File: config.mk
export PLATFORM = sky130hd
export DESIGN_NAME = caes_top
export DESIGN_NICKNAME = d
export VERILOG_FILES = /design/src/core/caes_pkg.sv /design/src/core/caes_top.sv
export VERILOG_INCLUDE_DIRS = /design/src /design/src/core
export SDC_FILE = /design/constraint.sdc
export NUM_CORES = 2
export LEC_CHECK = 0
export ABC_CLOCK_PERIOD_IN_PS = 8820
export BUFFER_PORTS_ARGS = -buffer_cell sky130_fd_sc_hd__buf_2
export CORE_AREA = 4 4 327 329
export DETAILED_ROUTE_END_ITERATION = 6
export DIE_AREA = 0 0 331 333
export PLACE_DENSITY = 0.83
export SYNTH_ARGS = -nofsm -noshare
export SYNTH_HDL_FRONTEND = slang
export SYNTH_SLANG_ARGS = --single-unit
File: constraint.sdc
create_clock -name ref_clk_i -period 8.82 [get_ports ref_clk_i]
set_clock_uncertainty 0.2 [all_clocks]
set_input_delay 1.323 -clock ref_clk_i [delete_from_list [all_inputs] [get_ports ref_clk_i]]
set_output_delay 1.323 -clock ref_clk_i [all_outputs]
set_load 0.02 [all_outputs]
File: src/core/caes_cfg.svh
// Offsets, field positions, reset values and timing for the action/event block.
// Assumes inclusion by bare name from caes_pkg.sv and caes_top.sv.
`ifndef CAES_CFG_SVH
`define CAES_CFG_SVH
`define CAES_AW             8
`define CAES_REG_CTRL       8'h00
`define CAES_REG_EVT_SEL    8'h04
`define CAES_REG_EVT_EN     8'h08
`define CAES_REG_META_SEL   8'h0C
`define CAES_REG_META_EN    8'h10
`define CAES_REG_DEV_KEY    8'h14
`define CAES_REG_GRP_KEY    8'h18
`define CAES_REG_GRP_MASK   8'h1C
`define CAES_REG_ACT_IDX    8'h20
`define CAES_REG_Q_DEPTH    8'h24
`define CAES_REG_STATUS     8'h28
`define CAES_REG_TSCAP_LO   8'h2C
`define CAES_REG_TSCAP_HI   8'h30
`define CAES_CTRL_META      0
`define CAES_CTRL_PTP       1
`define CAES_CTRL_LATCH     2
`define CAES_CTRL_TSRST     3
`define CAES_ST_READY       0
`define CAES_ST_SYNCED      1
`define CAES_ST_MASTER      2
`define CAES_ST_QCNT        4
`define CAES_N_EVT          11
`define CAES_N_META         13
`define CAES_Q_DEPTH        4
`define CAES_ACT_IDX        32'h0000_0000
`define CAES_EVT_ID_BASE    16'h9000
`define CAES_OWN_QUALITY    8'h80
`define CAES_RESP_OK        2'b00
`define CAES_RESP_ERR       2'b10
`define CAES_CLK_PERIOD_NS  5
`define CAES_SYNC_PERIOD_US 1000000
`define CAES_LISTEN_US      3000
`define CAES_SYNC_CYC       ((`CAES_SYNC_PERIOD_US * 1000) / `CAES_CLK_PERIOD_NS)
`define CAES_LISTEN_CYC     ((`CAES_LISTEN_US * 1000) / `CAES_CLK_PERIOD_NS)
`endif

File: src/core/caes_pkg.sv
// Types carried between the action/event block and its neighbours.
// Assumes caes_cfg.svh sits on the include path.
`include "caes_cfg.svh"
package caes_pkg;
  typedef struct packed {
    logic        valid;
    logic [31:0] device_key;
    logic [31:0] group_key;
    logic [31:0] group_mask;
    logic        has_ts;
    logic [63:0] ts;
  } caes_act_cmd_t;
  typedef struct packed {
    logic        valid;
    logic [63:0] t1;
    logic [63:0] t2;
    logic [63:0] t3;
    logic [63:0] t4;
  } caes_sync_t;
  typedef struct packed {
    logic        valid;
    logic [7:0]  quality;
    logic [47:0] mac;
  } caes_announce_t;
  typedef struct packed {
    logic        valid;
    logic [15:0] id;
    logic [63:0] ts;
  } caes_evt_msg_t;
  typedef enum logic [3:0] {
    CAES_PTP_OFF    = 4'b0001,
    CAES_PTP_LISTEN = 4'b0010,
    CAES_PTP_SLAVE  = 4'b0100,
    CAES_PTP_MASTER = 4'b1000
  } caes_ptp_st_t;
endpackage : caes_pkg

File: src/core/caes_top.sv
// Action command filter and scheduler, event notifier, metadata selector and PTP clock.
// Assumes one 200 MHz clock, synchronous reset, AXI4-Lite master, same-clock camera events.
//
// What this block does
// - Eleven event sources: action late, trigger, exposure, frame, discard, line edges.
// - Selected source notifies only while its notify enable is on.
// - Enabled events leave as event messages toward the control channel.
// - Global metadata attach switch, off after reset, drops attach and zeroes the item mask taken at each later exposure start.
// - Each metadata item has its own enable, reached through an item selector.
// - Enabled item mask and time are frozen at exposure start per frame.
// - Single action slot; command index always reads zero.
// - Command group key must equal group_match_key.
// - Command mask AND group_match_mask must have a bit set.
// - Commands timestamped in the future wait in a queue; its depth is readable.
// - Queued command starts exposure when the clock reaches its timestamp.
// - Command without timestamp starts exposure at once.
// - With precision time on, commands are taken only once synchronised or while master.
// - Timekeeping follows PTP version 2 offset and delay arithmetic.
// - Best-master selection picks the best clock quality seen.
// - Equal quality ties go to the smallest MAC address.
// - Offset from four timestamps corrects the local clock, removing path delay.
// - Slave requests a new exchange periodically to correct drift.
// - Capture command latches the counter; reset command clears it.
//
// Chosen here: the AXI4-Lite interface to the registers and the placing of the registers.
`timescale 1ns/1ps
`default_nettype none
`include "caes_cfg.svh"
module caes_top
  import caes_pkg::*;
#(
  parameter int unsigned SYNC_CYC   = `CAES_SYNC_CYC,
  parameter int unsigned LISTEN_CYC = `CAES_LISTEN_CYC
) (
  input  wire logic                   ref_clk_i,
  input  wire logic                   rst_i,
  input  wire logic [`CAES_AW-1:0]    s_axi_awaddr_i,
  input  wire logic                   s_axi_awvalid_i,
  output logic                        s_axi_awready_o,
  input  wire logic [31:0]            s_axi_wdata_i,
  input  wire logic [3:0]             s_axi_wstrb_i,
  input  wire logic                   s_axi_wvalid_i,
  output logic                        s_axi_wready_o,
  output logic [1:0]                  s_axi_bresp_o,
  output logic                        s_axi_bvalid_o,
  input  wire logic                   s_axi_bready_i,
  input  wire logic [`CAES_AW-1:0]    s_axi_araddr_i,
  input  wire logic                   s_axi_arvalid_i,
  output logic                        s_axi_arready_o,
  output logic [31:0]                 s_axi_rdata_o,
  output logic [1:0]                  s_axi_rresp_o,
  output logic                        s_axi_rvalid_o,
  input  wire logic                   s_axi_rready_i,
  input  wire caes_act_cmd_t          act_cmd_i,
  input  wire caes_sync_t             sync_i,
  input  wire caes_announce_t         announce_i,
  input  wire logic [47:0]            mac_addr_i,
  input  wire logic [5:0]             cam_evt_i,
  input  wire logic                   line0_i,
  input  wire logic                   line2_i,
  input  wire logic                   evt_ready_i,
  output caes_evt_msg_t               evt_msg_o,
  output logic                        act_expose_o,
  output logic                        delay_req_o,
  output logic                        meta_attach_o,
  output logic [`CAES_N_META-1:0]     meta_mask_o,
  output logic [63:0]                 meta_ts_o,
  output logic [63:0]                 ts_o
);
  localparam int QW = $clog2(`CAES_Q_DEPTH + 1);

  function automatic logic [31:0] merge(input logic [31:0] o, input logic [31:0] n,
                                        input logic [3:0] s);
    logic [31:0] r;
    r = o;
    for (int b = 0; b < 4; b++) begin
      if (s[b]) begin
        r[b*8 +: 8] = n[b*8 +: 8];
      end
    end
    return r;
  endfunction : merge

  // Control registers
  logic                    meta_master_q;
  logic                    ptp_en_q;
  logic [3:0]              evt_sel_q;
  logic [3:0]              meta_sel_q;
  logic [`CAES_N_EVT-1:0]  notify_en_q;
  logic [`CAES_N_META-1:0] meta_en_q;
  logic [31:0]             dev_key_q;
  logic [31:0]             grp_key_q;
  logic [31:0]             grp_mask_q;
  logic [63:0]             ts_q;
  logic [63:0]             ts_cap_q;
  // AXI state
  logic                    aw_got_q;
  logic                    w_got_q;
  logic [`CAES_AW-1:0]     awaddr_q;
  logic [31:0]             wdata_q;
  logic [3:0]              wstrb_q;
  logic                    we;
  logic                    wmap;
  logic [31:0]             rdata_d;
  logic                    rmap;
  // PTP
  caes_ptp_st_t            ptp_q;
  logic                    synced_q;
  logic [31:0]             tmr_q;
  logic                    peer_better;
  logic signed [63:0]      offset;
  logic                    ready;
  // Action queue
  logic [`CAES_Q_DEPTH-1:0] qv_q;
  logic [63:0]              qts_q [`CAES_Q_DEPTH];
  logic [`CAES_Q_DEPTH-1:0] fire;
  logic [`CAES_Q_DEPTH-1:0] free_oh;
  logic [QW-1:0]            qcnt;
  logic                     accept;
  logic                     load;
  logic                     immediate;
  logic                     late_q;
  // Events
  logic [1:0]               l_s1_q;
  logic [1:0]               l_s2_q;
  logic [1:0]               l_s3_q;
  logic [`CAES_N_EVT-1:0]   evt_vec;
  logic [`CAES_N_EVT-1:0]   pend_q;
  logic [`CAES_N_EVT-1:0]   take_oh;
  logic [3:0]               take_idx;
  logic                     take;

  // Write side: address and data taken in either order
  assign we   = aw_got_q & w_got_q & ~s_axi_bvalid_o;
  assign wmap = (awaddr_q == `CAES_REG_CTRL)     || (awaddr_q == `CAES_REG_EVT_SEL)  ||
                (awaddr_q == `CAES_REG_EVT_EN)   || (awaddr_q == `CAES_REG_META_SEL) ||
                (awaddr_q == `CAES_REG_META_EN)  || (awaddr_q == `CAES_REG_DEV_KEY)  ||
                (awaddr_q == `CAES_REG_GRP_KEY)  || (awaddr_q == `CAES_REG_GRP_MASK);

  always_ff @(posedge ref_clk_i) begin
    if (rst_i) begin
      aw_got_q        <= 1'b0;
      w_got_q         <= 1'b0;
      awaddr_q        <= '0;
      wdata_q         <= '0;
      wstrb_q         <= '0;
      s_axi_awready_o <= 1'b1;
      s_axi_wready_o  <= 1'b1;
      s_axi_bvalid_o  <= 1'b0;
      s_axi_bresp_o   <= `CAES_RESP_OK;
    end else begin
      if (s_axi_awvalid_i && s_axi_awready_o) begin
        aw_got_q        <= 1'b1;
        awaddr_q        <= s_axi_awaddr_i;
        s_axi_awready_o <= 1'b0;
      end
      if (s_axi_wvalid_i && s_axi_wready_o) begin
        w_got_q        <= 1'b1;
        wdata_q        <= s_axi_wdata_i;
        wstrb_q        <= s_axi_wstrb_i;
        s_axi_wready_o <= 1'b0;
      end
      if (we) begin
        s_axi_bvalid_o <= 1'b1;
        s_axi_bresp_o  <= wmap ? `CAES_RESP_OK : `CAES_RESP_ERR;
      end
      if (s_axi_bvalid_o && s_axi_bready_i) begin
        s_axi_bvalid_o  <= 1'b0;
        aw_got_q        <= 1'b0;
        w_got_q         <= 1'b0;
        s_axi_awready_o <= 1'b1;
        s_axi_wready_o  <= 1'b1;
      end
    end
  end

  always_ff @(posedge ref_clk_i) begin
    if (rst_i) begin
      meta_master_q <= 1'b0;
      ptp_en_q      <= 1'b0;
      evt_sel_q     <= '0;
      meta_sel_q    <= '0;
      notify_en_q   <= '0;
      meta_en_q     <= '0;
      dev_key_q     <= '0;
      grp_key_q     <= '0;
      grp_mask_q    <= '0;
    end else if (we && wstrb_q[0]) begin
      case (awaddr_q)
        `CAES_REG_CTRL: begin
          meta_master_q <= wdata_q[`CAES_CTRL_META];
          ptp_en_q      <= wdata_q[`CAES_CTRL_PTP];
        end
        `CAES_REG_EVT_SEL:  evt_sel_q  <= wdata_q[3:0];
        `CAES_REG_META_SEL: meta_sel_q <= wdata_q[3:0];
        `CAES_REG_EVT_EN: begin
          if (evt_sel_q < 4'(`CAES_N_EVT)) notify_en_q[evt_sel_q] <= wdata_q[0];
        end
        `CAES_REG_META_EN: begin
          if (meta_sel_q < 4'(`CAES_N_META)) meta_en_q[meta_sel_q] <= wdata_q[0];
        end
        `CAES_REG_DEV_KEY:  dev_key_q  <= merge(dev_key_q, wdata_q, wstrb_q);
        `CAES_REG_GRP_KEY:  grp_key_q  <= merge(grp_key_q, wdata_q, wstrb_q);
        `CAES_REG_GRP_MASK: grp_mask_q <= merge(grp_mask_q, wdata_q, wstrb_q);
        default: ;
      endcase
    end else if (we) begin
      case (awaddr_q)
        `CAES_REG_DEV_KEY:  dev_key_q  <= merge(dev_key_q, wdata_q, wstrb_q);
        `CAES_REG_GRP_KEY:  grp_key_q  <= merge(grp_key_q, wdata_q, wstrb_q);
        `CAES_REG_GRP_MASK: grp_mask_q <= merge(grp_mask_q, wdata_q, wstrb_q);
        default: ;
      endcase
    end
  end

  // Read side: answer one cycle after the address is taken
  always_comb begin
    rdata_d = '0;
    rmap    = 1'b1;
    case (s_axi_araddr_i)
      `CAES_REG_CTRL: begin
        rdata_d[`CAES_CTRL_META] = meta_master_q;
        rdata_d[`CAES_CTRL_PTP]  = ptp_en_q;
      end
      `CAES_REG_EVT_SEL:  rdata_d[3:0] = evt_sel_q;
      `CAES_REG_META_SEL: rdata_d[3:0] = meta_sel_q;
      `CAES_REG_EVT_EN:
        rdata_d[0] = (evt_sel_q < 4'(`CAES_N_EVT)) ? notify_en_q[evt_sel_q] : 1'b0;
      `CAES_REG_META_EN:
        rdata_d[0] = (meta_sel_q < 4'(`CAES_N_META)) ? meta_en_q[meta_sel_q] : 1'b0;
      `CAES_REG_DEV_KEY:  rdata_d = dev_key_q;
      `CAES_REG_GRP_KEY:  rdata_d = grp_key_q;
      `CAES_REG_GRP_MASK: rdata_d = grp_mask_q;
      `CAES_REG_ACT_IDX:  rdata_d = `CAES_ACT_IDX;
      `CAES_REG_Q_DEPTH:  rdata_d = 32'(`CAES_Q_DEPTH);
      `CAES_REG_STATUS: begin
        rdata_d[`CAES_ST_READY]  = ready;
        rdata_d[`CAES_ST_SYNCED] = synced_q;
        rdata_d[`CAES_ST_MASTER] = (ptp_q == CAES_PTP_MASTER);
        rdata_d[`CAES_ST_QCNT +: QW] = qcnt;
      end
      `CAES_REG_TSCAP_LO: rdata_d = ts_cap_q[31:0];
      `CAES_REG_TSCAP_HI: rdata_d = ts_cap_q[63:32];
      default:            rmap = 1'b0;
    endcase
  end

  always_ff @(posedge ref_clk_i) begin
    if (rst_i) begin
      s_axi_arready_o <= 1'b1;
      s_axi_rvalid_o  <= 1'b0;
      s_axi_rdata_o   <= '0;
      s_axi_rresp_o   <= `CAES_RESP_OK;
    end else if (s_axi_arvalid_i && s_axi_arready_o) begin
      s_axi_arready_o <= 1'b0;
      s_axi_rvalid_o  <= 1'b1;
      s_axi_rdata_o   <= rdata_d;
      s_axi_rresp_o   <= rmap ? `CAES_RESP_OK : `CAES_RESP_ERR;
    end else if (s_axi_rvalid_o && s_axi_rready_i) begin
      s_axi_rvalid_o  <= 1'b0;
      s_axi_arready_o <= 1'b1;
    end
  end

  // Time counter; reset command beats a correction in the same cycle
  assign offset = (signed'(sync_i.t2 - sync_i.t1) - signed'(sync_i.t4 - sync_i.t3)) >>> 1;
  always_ff @(posedge ref_clk_i) begin
    if (rst_i) begin
      ts_q     <= '0;
      ts_cap_q <= '0;
    end else begin
      if (we && wstrb_q[0] && awaddr_q == `CAES_REG_CTRL && wdata_q[`CAES_CTRL_TSRST]) begin
        ts_q <= '0;
      end else if (sync_i.valid && ptp_q == CAES_PTP_SLAVE) begin
        ts_q <= ts_q + 64'(`CAES_CLK_PERIOD_NS) - 64'(offset);
      end else begin
        ts_q <= ts_q + 64'(`CAES_CLK_PERIOD_NS);
      end
      if (we && wstrb_q[0] && awaddr_q == `CAES_REG_CTRL && wdata_q[`CAES_CTRL_LATCH]) begin
        ts_cap_q <= ts_q;
      end
    end
  end

  // Best master: lower quality value wins, then lower MAC
  assign peer_better = announce_i.valid &&
                       ((announce_i.quality < `CAES_OWN_QUALITY) ||
                        (announce_i.quality == `CAES_OWN_QUALITY &&
                         announce_i.mac < mac_addr_i));
  assign ready = ~ptp_en_q || (ptp_q == CAES_PTP_MASTER) || synced_q;

  always_ff @(posedge ref_clk_i) begin
    if (rst_i) begin
      ptp_q       <= CAES_PTP_OFF;
      synced_q    <= 1'b0;
      tmr_q       <= '0;
      delay_req_o <= 1'b0;
    end else begin
      delay_req_o <= 1'b0;
      if (!ptp_en_q) begin
        ptp_q    <= CAES_PTP_OFF;
        synced_q <= 1'b0;
      end else begin
        case (ptp_q)
          CAES_PTP_OFF: begin
            ptp_q <= CAES_PTP_LISTEN;
            tmr_q <= LISTEN_CYC;
          end
          CAES_PTP_LISTEN: begin
            if (peer_better) begin
              ptp_q       <= CAES_PTP_SLAVE;
              tmr_q       <= SYNC_CYC;
              delay_req_o <= 1'b1;
            end else if (tmr_q == '0) begin
              ptp_q <= CAES_PTP_MASTER;
            end else begin
              tmr_q <= tmr_q - 32'd1;
            end
          end
          CAES_PTP_SLAVE: begin
            if (sync_i.valid) synced_q <= 1'b1;
            if (tmr_q == '0) begin
              tmr_q       <= SYNC_CYC;
              delay_req_o <= 1'b1;
            end else begin
              tmr_q <= tmr_q - 32'd1;
            end
          end
          CAES_PTP_MASTER: begin
            // Lost master role must resync before commands count as aligned
            if (peer_better) begin
              ptp_q       <= CAES_PTP_SLAVE;
              synced_q    <= 1'b0;
              tmr_q       <= SYNC_CYC;
              delay_req_o <= 1'b1;
            end
          end
          default: ptp_q <= CAES_PTP_OFF;
        endcase
      end
    end
  end

  // Action command filter
  assign accept = act_cmd_i.valid && ready &&
                  (act_cmd_i.device_key == dev_key_q) &&
                  (act_cmd_i.group_key == grp_key_q) &&
                  |(act_cmd_i.group_mask & grp_mask_q);
  // Past-due timestamp fires at once and flags action late
  assign immediate = accept && (!act_cmd_i.has_ts || act_cmd_i.ts <= ts_q);
  assign load      = accept && act_cmd_i.has_ts && act_cmd_i.ts > ts_q;

  always_comb begin
    free_oh = '0;
    qcnt    = '0;
    for (int e = `CAES_Q_DEPTH - 1; e >= 0; e--) begin
      if (!qv_q[e]) free_oh = `CAES_Q_DEPTH'(1) << e;
    end
    for (int e = 0; e < `CAES_Q_DEPTH; e++) begin
      qcnt = qcnt + QW'(qv_q[e]);
    end
  end

  // Full queue drops the command silently
  for (genvar e = 0; e < `CAES_Q_DEPTH; e++) begin : g_q
    assign fire[e] = qv_q[e] && (qts_q[e] <= ts_q);
    always_ff @(posedge ref_clk_i) begin
      if (rst_i) begin
        qv_q[e]  <= 1'b0;
        qts_q[e] <= '0;
      end else if (fire[e]) begin
        qv_q[e] <= 1'b0;
      end else if (load && free_oh[e]) begin
        qv_q[e]  <= 1'b1;
        qts_q[e] <= act_cmd_i.ts;
      end
    end
  end

  always_ff @(posedge ref_clk_i) begin
    if (rst_i) begin
      act_expose_o <= 1'b0;
      late_q       <= 1'b0;
    end else begin
      act_expose_o <= immediate || |fire;
      late_q       <= immediate && act_cmd_i.has_ts;
    end
  end

  // Line pins: two-flop synchronisers, edges taken after the second
  always_ff @(posedge ref_clk_i) begin
    if (rst_i) begin
      l_s1_q <= '0;
      l_s2_q <= '0;
      l_s3_q <= '0;
    end else begin
      l_s1_q <= {line2_i, line0_i};
      l_s2_q <= l_s1_q;
      l_s3_q <= l_s2_q;
    end
  end

  assign evt_vec = {~l_s2_q[1] & l_s3_q[1], l_s2_q[1] & ~l_s3_q[1],
                    ~l_s2_q[0] & l_s3_q[0], l_s2_q[0] & ~l_s3_q[0],
                    cam_evt_i, late_q};

  always_comb begin
    take_oh = '0;
    for (int i = `CAES_N_EVT - 1; i >= 0; i--) begin
      if (pend_q[i]) take_oh = `CAES_N_EVT'(1) << i;
    end
    take_idx = '0;
    for (int i = 0; i < `CAES_N_EVT; i++) begin
      if (take_oh[i]) take_idx = 4'(i);
    end
  end
  assign take = |pend_q && (!evt_msg_o.valid || evt_ready_i);

  // New event wins over the clear of its own pending bit
  for (genvar i = 0; i < `CAES_N_EVT; i++) begin : g_ev
    always_ff @(posedge ref_clk_i) begin
      if (rst_i) begin
        pend_q[i] <= 1'b0;
      end else if (evt_vec[i] && notify_en_q[i]) begin
        pend_q[i] <= 1'b1;
      end else if (take && take_oh[i]) begin
        pend_q[i] <= 1'b0;
      end
    end
  end

  always_ff @(posedge ref_clk_i) begin
    if (rst_i) begin
      evt_msg_o <= '0;
    end else if (take) begin
      evt_msg_o.valid <= 1'b1;
      evt_msg_o.id    <= `CAES_EVT_ID_BASE + 16'(take_idx);
      evt_msg_o.ts    <= ts_q;
    end else if (evt_ready_i) begin
      evt_msg_o.valid <= 1'b0;
    end
  end

  // Metadata frozen at exposure start so later changes miss this frame
  always_ff @(posedge ref_clk_i) begin
    if (rst_i) begin
      meta_attach_o <= 1'b0;
      meta_mask_o   <= '0;
      meta_ts_o     <= '0;
      ts_o          <= '0;
    end else begin
      meta_attach_o <= meta_master_q;
      ts_o          <= ts_q;
      if (cam_evt_i[1]) begin
        meta_mask_o <= meta_master_q ? meta_en_q : '0;
        meta_ts_o   <= ts_q;
      end
    end
  end
endmodule : caes_top
`default_nettype wire

Word-level counts from Yosys, hierarchy flattened
Memory sizes are Yosys's and may differ from the RTL's.
Cells that the tools add are included.
W data, S select, Z words.
Storage, ports and cells
  flip-flop bits (word level): 629
  latch bits: 0
  RAM bits: 256
  ROM bits: 0
  bits of input ports: 592
  output and inout port bits: 266
  word-level logic and storage cells: 369
  memories kept: 1
Cells by class
  add/sub/neg operators: 10
  multiply operators: 0
  divide/modulo/power cells: 0
  order comparisons: 14
  equal/unequal tests: 30
  shift operators: 0
  muxes and demuxes: 134
  bitwise logic cells: 18
  reduce and logical (&&, ||, !) cells: 107
Memory list
  qts_q: words 4, bits a word 64, rd ports 4, clocked after Yosys merged registers in 0, wr ports 4, line caes_top.sv:115  | logic [63:0] qts_q [`CAES_Q_DEPTH];
Operators by type and width (number)
  $mux W32: 13
  $le A64 B64 Y1: 5
  $mux W64: 5
  $sub A64 B64 Y64: 4
  $pmux W32 S4: 1
  $pmux W25 S5: 1
  $mux W11: 11
  $mux W8: 12
  $add A64 B3 Y64 const B: 1
  $eq A32 B32 Y1: 2
  $eq A8 B5 Y1 const B: 8
  $gt A64 B64 Y1: 1
  $mux W4: 16
  $mux W1: 58
  $logic_and A1 B1 Y1: 53
  $lt A48 B48 Y1: 1
  $eq A8 B6 Y1 const B: 5
  $and A32 B32 Y32: 1
  $eq A8 B4 Y1 const B: 4
  $logic_not A32 Y1: 1
  $reduce_or A32 Y1: 1
  $sub A32 B1 Y32 const B: 1
  $reduce_bool A2 Y1: 15
  $pmux W1 S9: 2
  other kinds (41): 91

Logic depth before layout (Yosys ltp)
  depth in word-level cells: 22
  mapped depth: 30
  gate-level depth less buffers: 29

Worst setup path after synthesis
OpenSTA, ideal clock, no wires.
  kind: input port to flip-flop
  start point: in sync_i[72] (netlist bit)
  end point: reg ts_q[58]
  setup time: 0.074 ns
  arrival: 7.432 ns
  required time: 8.546 ns
  path slack: 1.114 ns
  stages on the path: 29
  path buffers: 2
  cells stage by stage: inv_1 fa_1 inv_1 fa_1 ha_1 clkbuf_1 nand2_1 a2111oi_0 o21bai_1 a21oi_1 a31oi_1 nor3b_1 a211o_1 nand3_1 a21oi_1 nor2_1 xor2_1 ha_1 clkbuf_1 nand4_1 nor3_1 and2_1 nand3_1 a2111o_1 o211a_1 a21oi_1 a21boi_0 or4_1 a31oi_1
On the way
  word-level cells in the longest chain between the ends: 4
Ends and longest elaborated chain
  start: declaration: line caes_top.sv:55  | input wire caes_sync_t sync_i,
  $sub A64 B64 Y64 (2 in a row): line caes_top.sv:267  | assign offset = (signed'(sync_i.t2 - sync_i.t1) - signed'(sync_i.t4 - sync_i.t3)) >>> 1;
  $sub A64 B64 Y64: line caes_top.sv:276  | ts_q <= ts_q + 64'(`CAES_CLK_PERIOD_NS) - 64'(offset);
  $mux W64: line caes_top.sv:275  | end else if (sync_i.valid && ptp_q == CAES_PTP_SLAVE) begin
  end signal: assignment: line caes_top.sv:276
  end signal: assignment: line caes_top.sv:278  | ts_q <= ts_q + 64'(`CAES_CLK_PERIOD_NS);
  end: declaration: line caes_top.sv:94  | logic [63:0] ts_q;
No other way between the ends.
A chain may end at the register's enable or synchronous reset.

Worst setup path in the final report
  start point: in sync_i[8] (netlist bit)
  end point: reg ts_q[58]
The elaborated chain is that of the path after synthesis.

==> impl_results.md <==
* Global-route total usage across every layer at 35.0%
* Outcome: finished with violations
* Area growth from synthesis to layout at 16.3%
* Upper clock frequency limit at 126 MHz
* Sinks on the clock net at 872
* Period Utilization, post-route at 89.8%
* Final HPWL from detailed placement at 155000 um
* Core area at 103000 um2
* Number of fill cells at 8877
* Top post-synthesis cells by area: sky130_fd_sc_hd__dfxtp_1 23%, sky130_fd_sc_hd__edfxtp_1 14%, sky130_fd_sc_hd__ha_1 12%
* Number of cells on the worst reg-to-reg path at 14
* Synth Cell Area at 53400 um2
* Worst reg2reg path endpoint: qts_q[3][13]
* CTS hold repair buffers at 0
* Final hold violation count at 0
* Clock Root Buffer: sky130_fd_sc_hd__clkbuf_16
* Ratio of cells with drive above 1 in the final layout at 16.5%
* Standard-cell rows at 118
* Failing checks: DRC
* Peak fanout along the critical path at 8
* Synth area leader: sky130_fd_sc_hd__dfxtp_1
* CP startpoint: sync_i[8]
* Data required, critical path at 9.23 ns
* Max capacitance violation total at 0
* Final standard cell utilization of the core at 60.0%
* CTS tree: yes
* Share of flip-flops with an asynchronous set or reset at 0%
* RSZ-0062 raised after global routing: false
* Worst-path cell with the longest stage delay: sky130_fd_sc_hd__fa_1
* Die span in x at 331 um
* WL per Instance at 24.9 um
* Starting utilization of the core area at 51.6%
* Clock slew at reported path FFs at 0.06 ns
* Post-synth EDFFs at 256
* Total Neg Setup Slack at 0 ns
* Worst setup slack before clock tree synthesis at 0.385 ns
* Detailed-route vias per instance at 6.01
* DRC violations left at 15
* Boundary Pins at 858
* Transition time at the pin with the least slew margin at 1.32 ns
* Clock insertion delay at the later pin of the skew report at 0.68 ns
* Type of the tightest min-delay check: flop to flop
* Minimum hold slack at 0.251 ns
* Full die area at 110000 um2
* Sum of routed wire length over all layers at 202000 um
* Number of global-route vias before repair at 46900
* Endpoint type of the worst setup path: flop
* Syn Inst Count at 5904
* Synth warn at 0
* Cell variety after synth at 84
* Post-CTS Setup Inserts at 0
* Number of pins exceeding their max-slew limit in the final report at 0
* Global route total overflow at 0
* Final net count at 7853
* Reported leakage power at 27.5 nW
* Worst R2R Start: ts_q[61]
* Critical path endpoint: ts_q[58]
* Total clock buffers created by CTS at 93
* Wire length of the first global-routing pass at 292000 um
* Power density over the cells at 191 nW/um2
* Number of DRC markers in iteration 0 at 5376
* H-tree level count at 3
* Overall die height at 333 um
* Max incr delay on CP at 0.53 ns
* Endpoints failing setup at 0
* Cells resized by post-CTS repair at 0
* Total via count in the routed design at 48800
* Relative slew margins at 11.6%
* CP Class: input pin to flop
* Antenna violations before repair at 33
* Average footprint of a synthesized cell at 9.04 um2
* Crit path time final at 7.92 ns
* Top flip-flop cell by instance count after synthesis: sky130_fd_sc_hd__dfxtp_1
* Data arrival time at the worst-slack endpoint at 8.32 ns
* Pwr Total at 11.9 mW
* Largest net degree at the start of global routing at 236
* Sequential-to-total area share from yosys stat at 37.5%
* Flop and latch count out of synthesis at 872
* I/O Buffers at 845
* Register-to-register path setup slack at 1.92 ns
* Cell repeated most along the worst path: sky130_fd_sc_hd__a21oi_1
* Area share of the largest cell type after synthesis at 23.1%
* Worst-case vdd ir drop at 0.153 mV
* Buffer depth of the longest clock path at 3
* Final Wtd Congestion at 0.988
* Worst setup SP type: input pin
* Post-detailed-route count of antenna-violating nets at 0
* First-pass iteration count of the detailed router at 7
* Setup WS post-layout at 0.904 ns
## synthesized netlist by cell type (34+ instances only)
cell	number
sky130_fd_sc_hd__inv_1	381
sky130_fd_sc_hd__edfxtp_1	256
sky130_fd_sc_hd__a221oi_1	43
sky130_fd_sc_hd__mux2i_1	186
sky130_fd_sc_hd__nor3_1	96
sky130_fd_sc_hd__and2_1	275
sky130_fd_sc_hd__xor2_1	78
sky130_fd_sc_hd__a22oi_1	45
sky130_fd_sc_hd__a21oi_1	497
sky130_fd_sc_hd__ha_1	500
sky130_fd_sc_hd__nand4_1	133
sky130_fd_sc_hd__nor2_1	552
sky130_fd_sc_hd__nand3_1	133
sky130_fd_sc_hd__fa_1	128
sky130_fd_sc_hd__dfxtp_1	616
sky130_fd_sc_hd__nand2b_1	45
sky130_fd_sc_hd__nor4_1	36
sky130_fd_sc_hd__clkbuf_1	239
sky130_fd_sc_hd__o21bai_1	34
sky130_fd_sc_hd__a211oi_1	76
sky130_fd_sc_hd__nor2b_1	51
sky130_fd_sc_hd__o21ai_0	177
sky130_fd_sc_hd__xnor2_1	167
sky130_fd_sc_hd__nand2_1	583
sky130_fd_sc_hd__a21o_1	210
## cell usage in the layout, fill, tap and decap left out, drive strengths merged, types with 186 or more instances in the layout
cell,n
and2,275
a21o,210
edfxtp,256
inv,385
a21oi,498
nand2,584
buf,895
ha,500
nor2,552
mux2i,186
dfxtp,616
## state kept, by name, indices dropped and copies added (netlist names), 64 cells and up
register,flops
ts_o,64
meta_ts_o,64
evt_msg_o,70
ts_q,64
qts_q,256
ts_cap_q,64
## worst min path at each step
stage             startpoint       endpoint  slack, ns  cells past startpoint
2_1_floorplan      l_s1_q[0]      l_s2_q[0]       0.21                      1
3_3_place_gp       l_s1_q[0]      l_s2_q[0]       0.23                      1
3_5_place_dp   evt_msg_o[49]  evt_msg_o[49]       0.24                      2
4_1_cts         ts_cap_q[21]   ts_cap_q[21]       0.25                      2
5_1_grt         ts_cap_q[58]   ts_cap_q[58]       0.27                      2
6_report         ts_cap_q[7]    ts_cap_q[7]       0.25                      2
## layout make-up
class,instances,area [um2],share of cell area [%]
antenna,23,57.6,0.0927
clock buffer,144,2920,4.70
clock inverter,30,275,0.443
inverter,381,1430,2.30
multi-input combinational,4390,31000,50.0
sequential,872,20000,32.3
tap,1380,1730,2.78
timing repair buffer,895,4630,7.46
## kinds of logic after synthesis
group                      count (synthesis)  share of synthesized area (%)
other                                      1                        0.00702
adders and majority gates                628                           16.5
DFF                                      872                           37.5
AOI/OAI and AO/OA                       1284                           15.3
muxes                                    193                           3.76
buffers and inverters                    653                           4.70
and+or+nand+nor                         2028                           18.2
xor gates and xnor gates                 245                           4.02
## critical path, delay by kind of cell
kind	cells	cell delay (ns)
adders and majority gates	4	1.91
and+or+nand+nor	9	1.86
AOI/OAI and AO/OA	11	2.54
xor gates and xnor gates	1	0.16
buffers and inverters	4	0.51
## through the flow
step                area, um2  instances
finish                  62100       8115
global route            62100       8108
CTS                     62000       8092
detailed placement      58800       7918
global placement        58800       7918
floorplan               53400       5915
## power by group
part	total, mW	internal [mW]	switching [mW]
Combinational	3.52	1.34	2.18
Clock	4.06	2.34	1.72
Sequential	4.29	4.21	0.0753
Total	11.9	7.89	3.97
## routing by layer
layer  track usage [%]  share of wire [%]  vias up
met4              19.8                6.5       12
met2              55.3                 45     2917
li1                  -                  -    22300
met3              6.87                 11      563
met5                 0              0.034        -
met1              44.9                 38    23000
(Power assumes the default switching activity.)
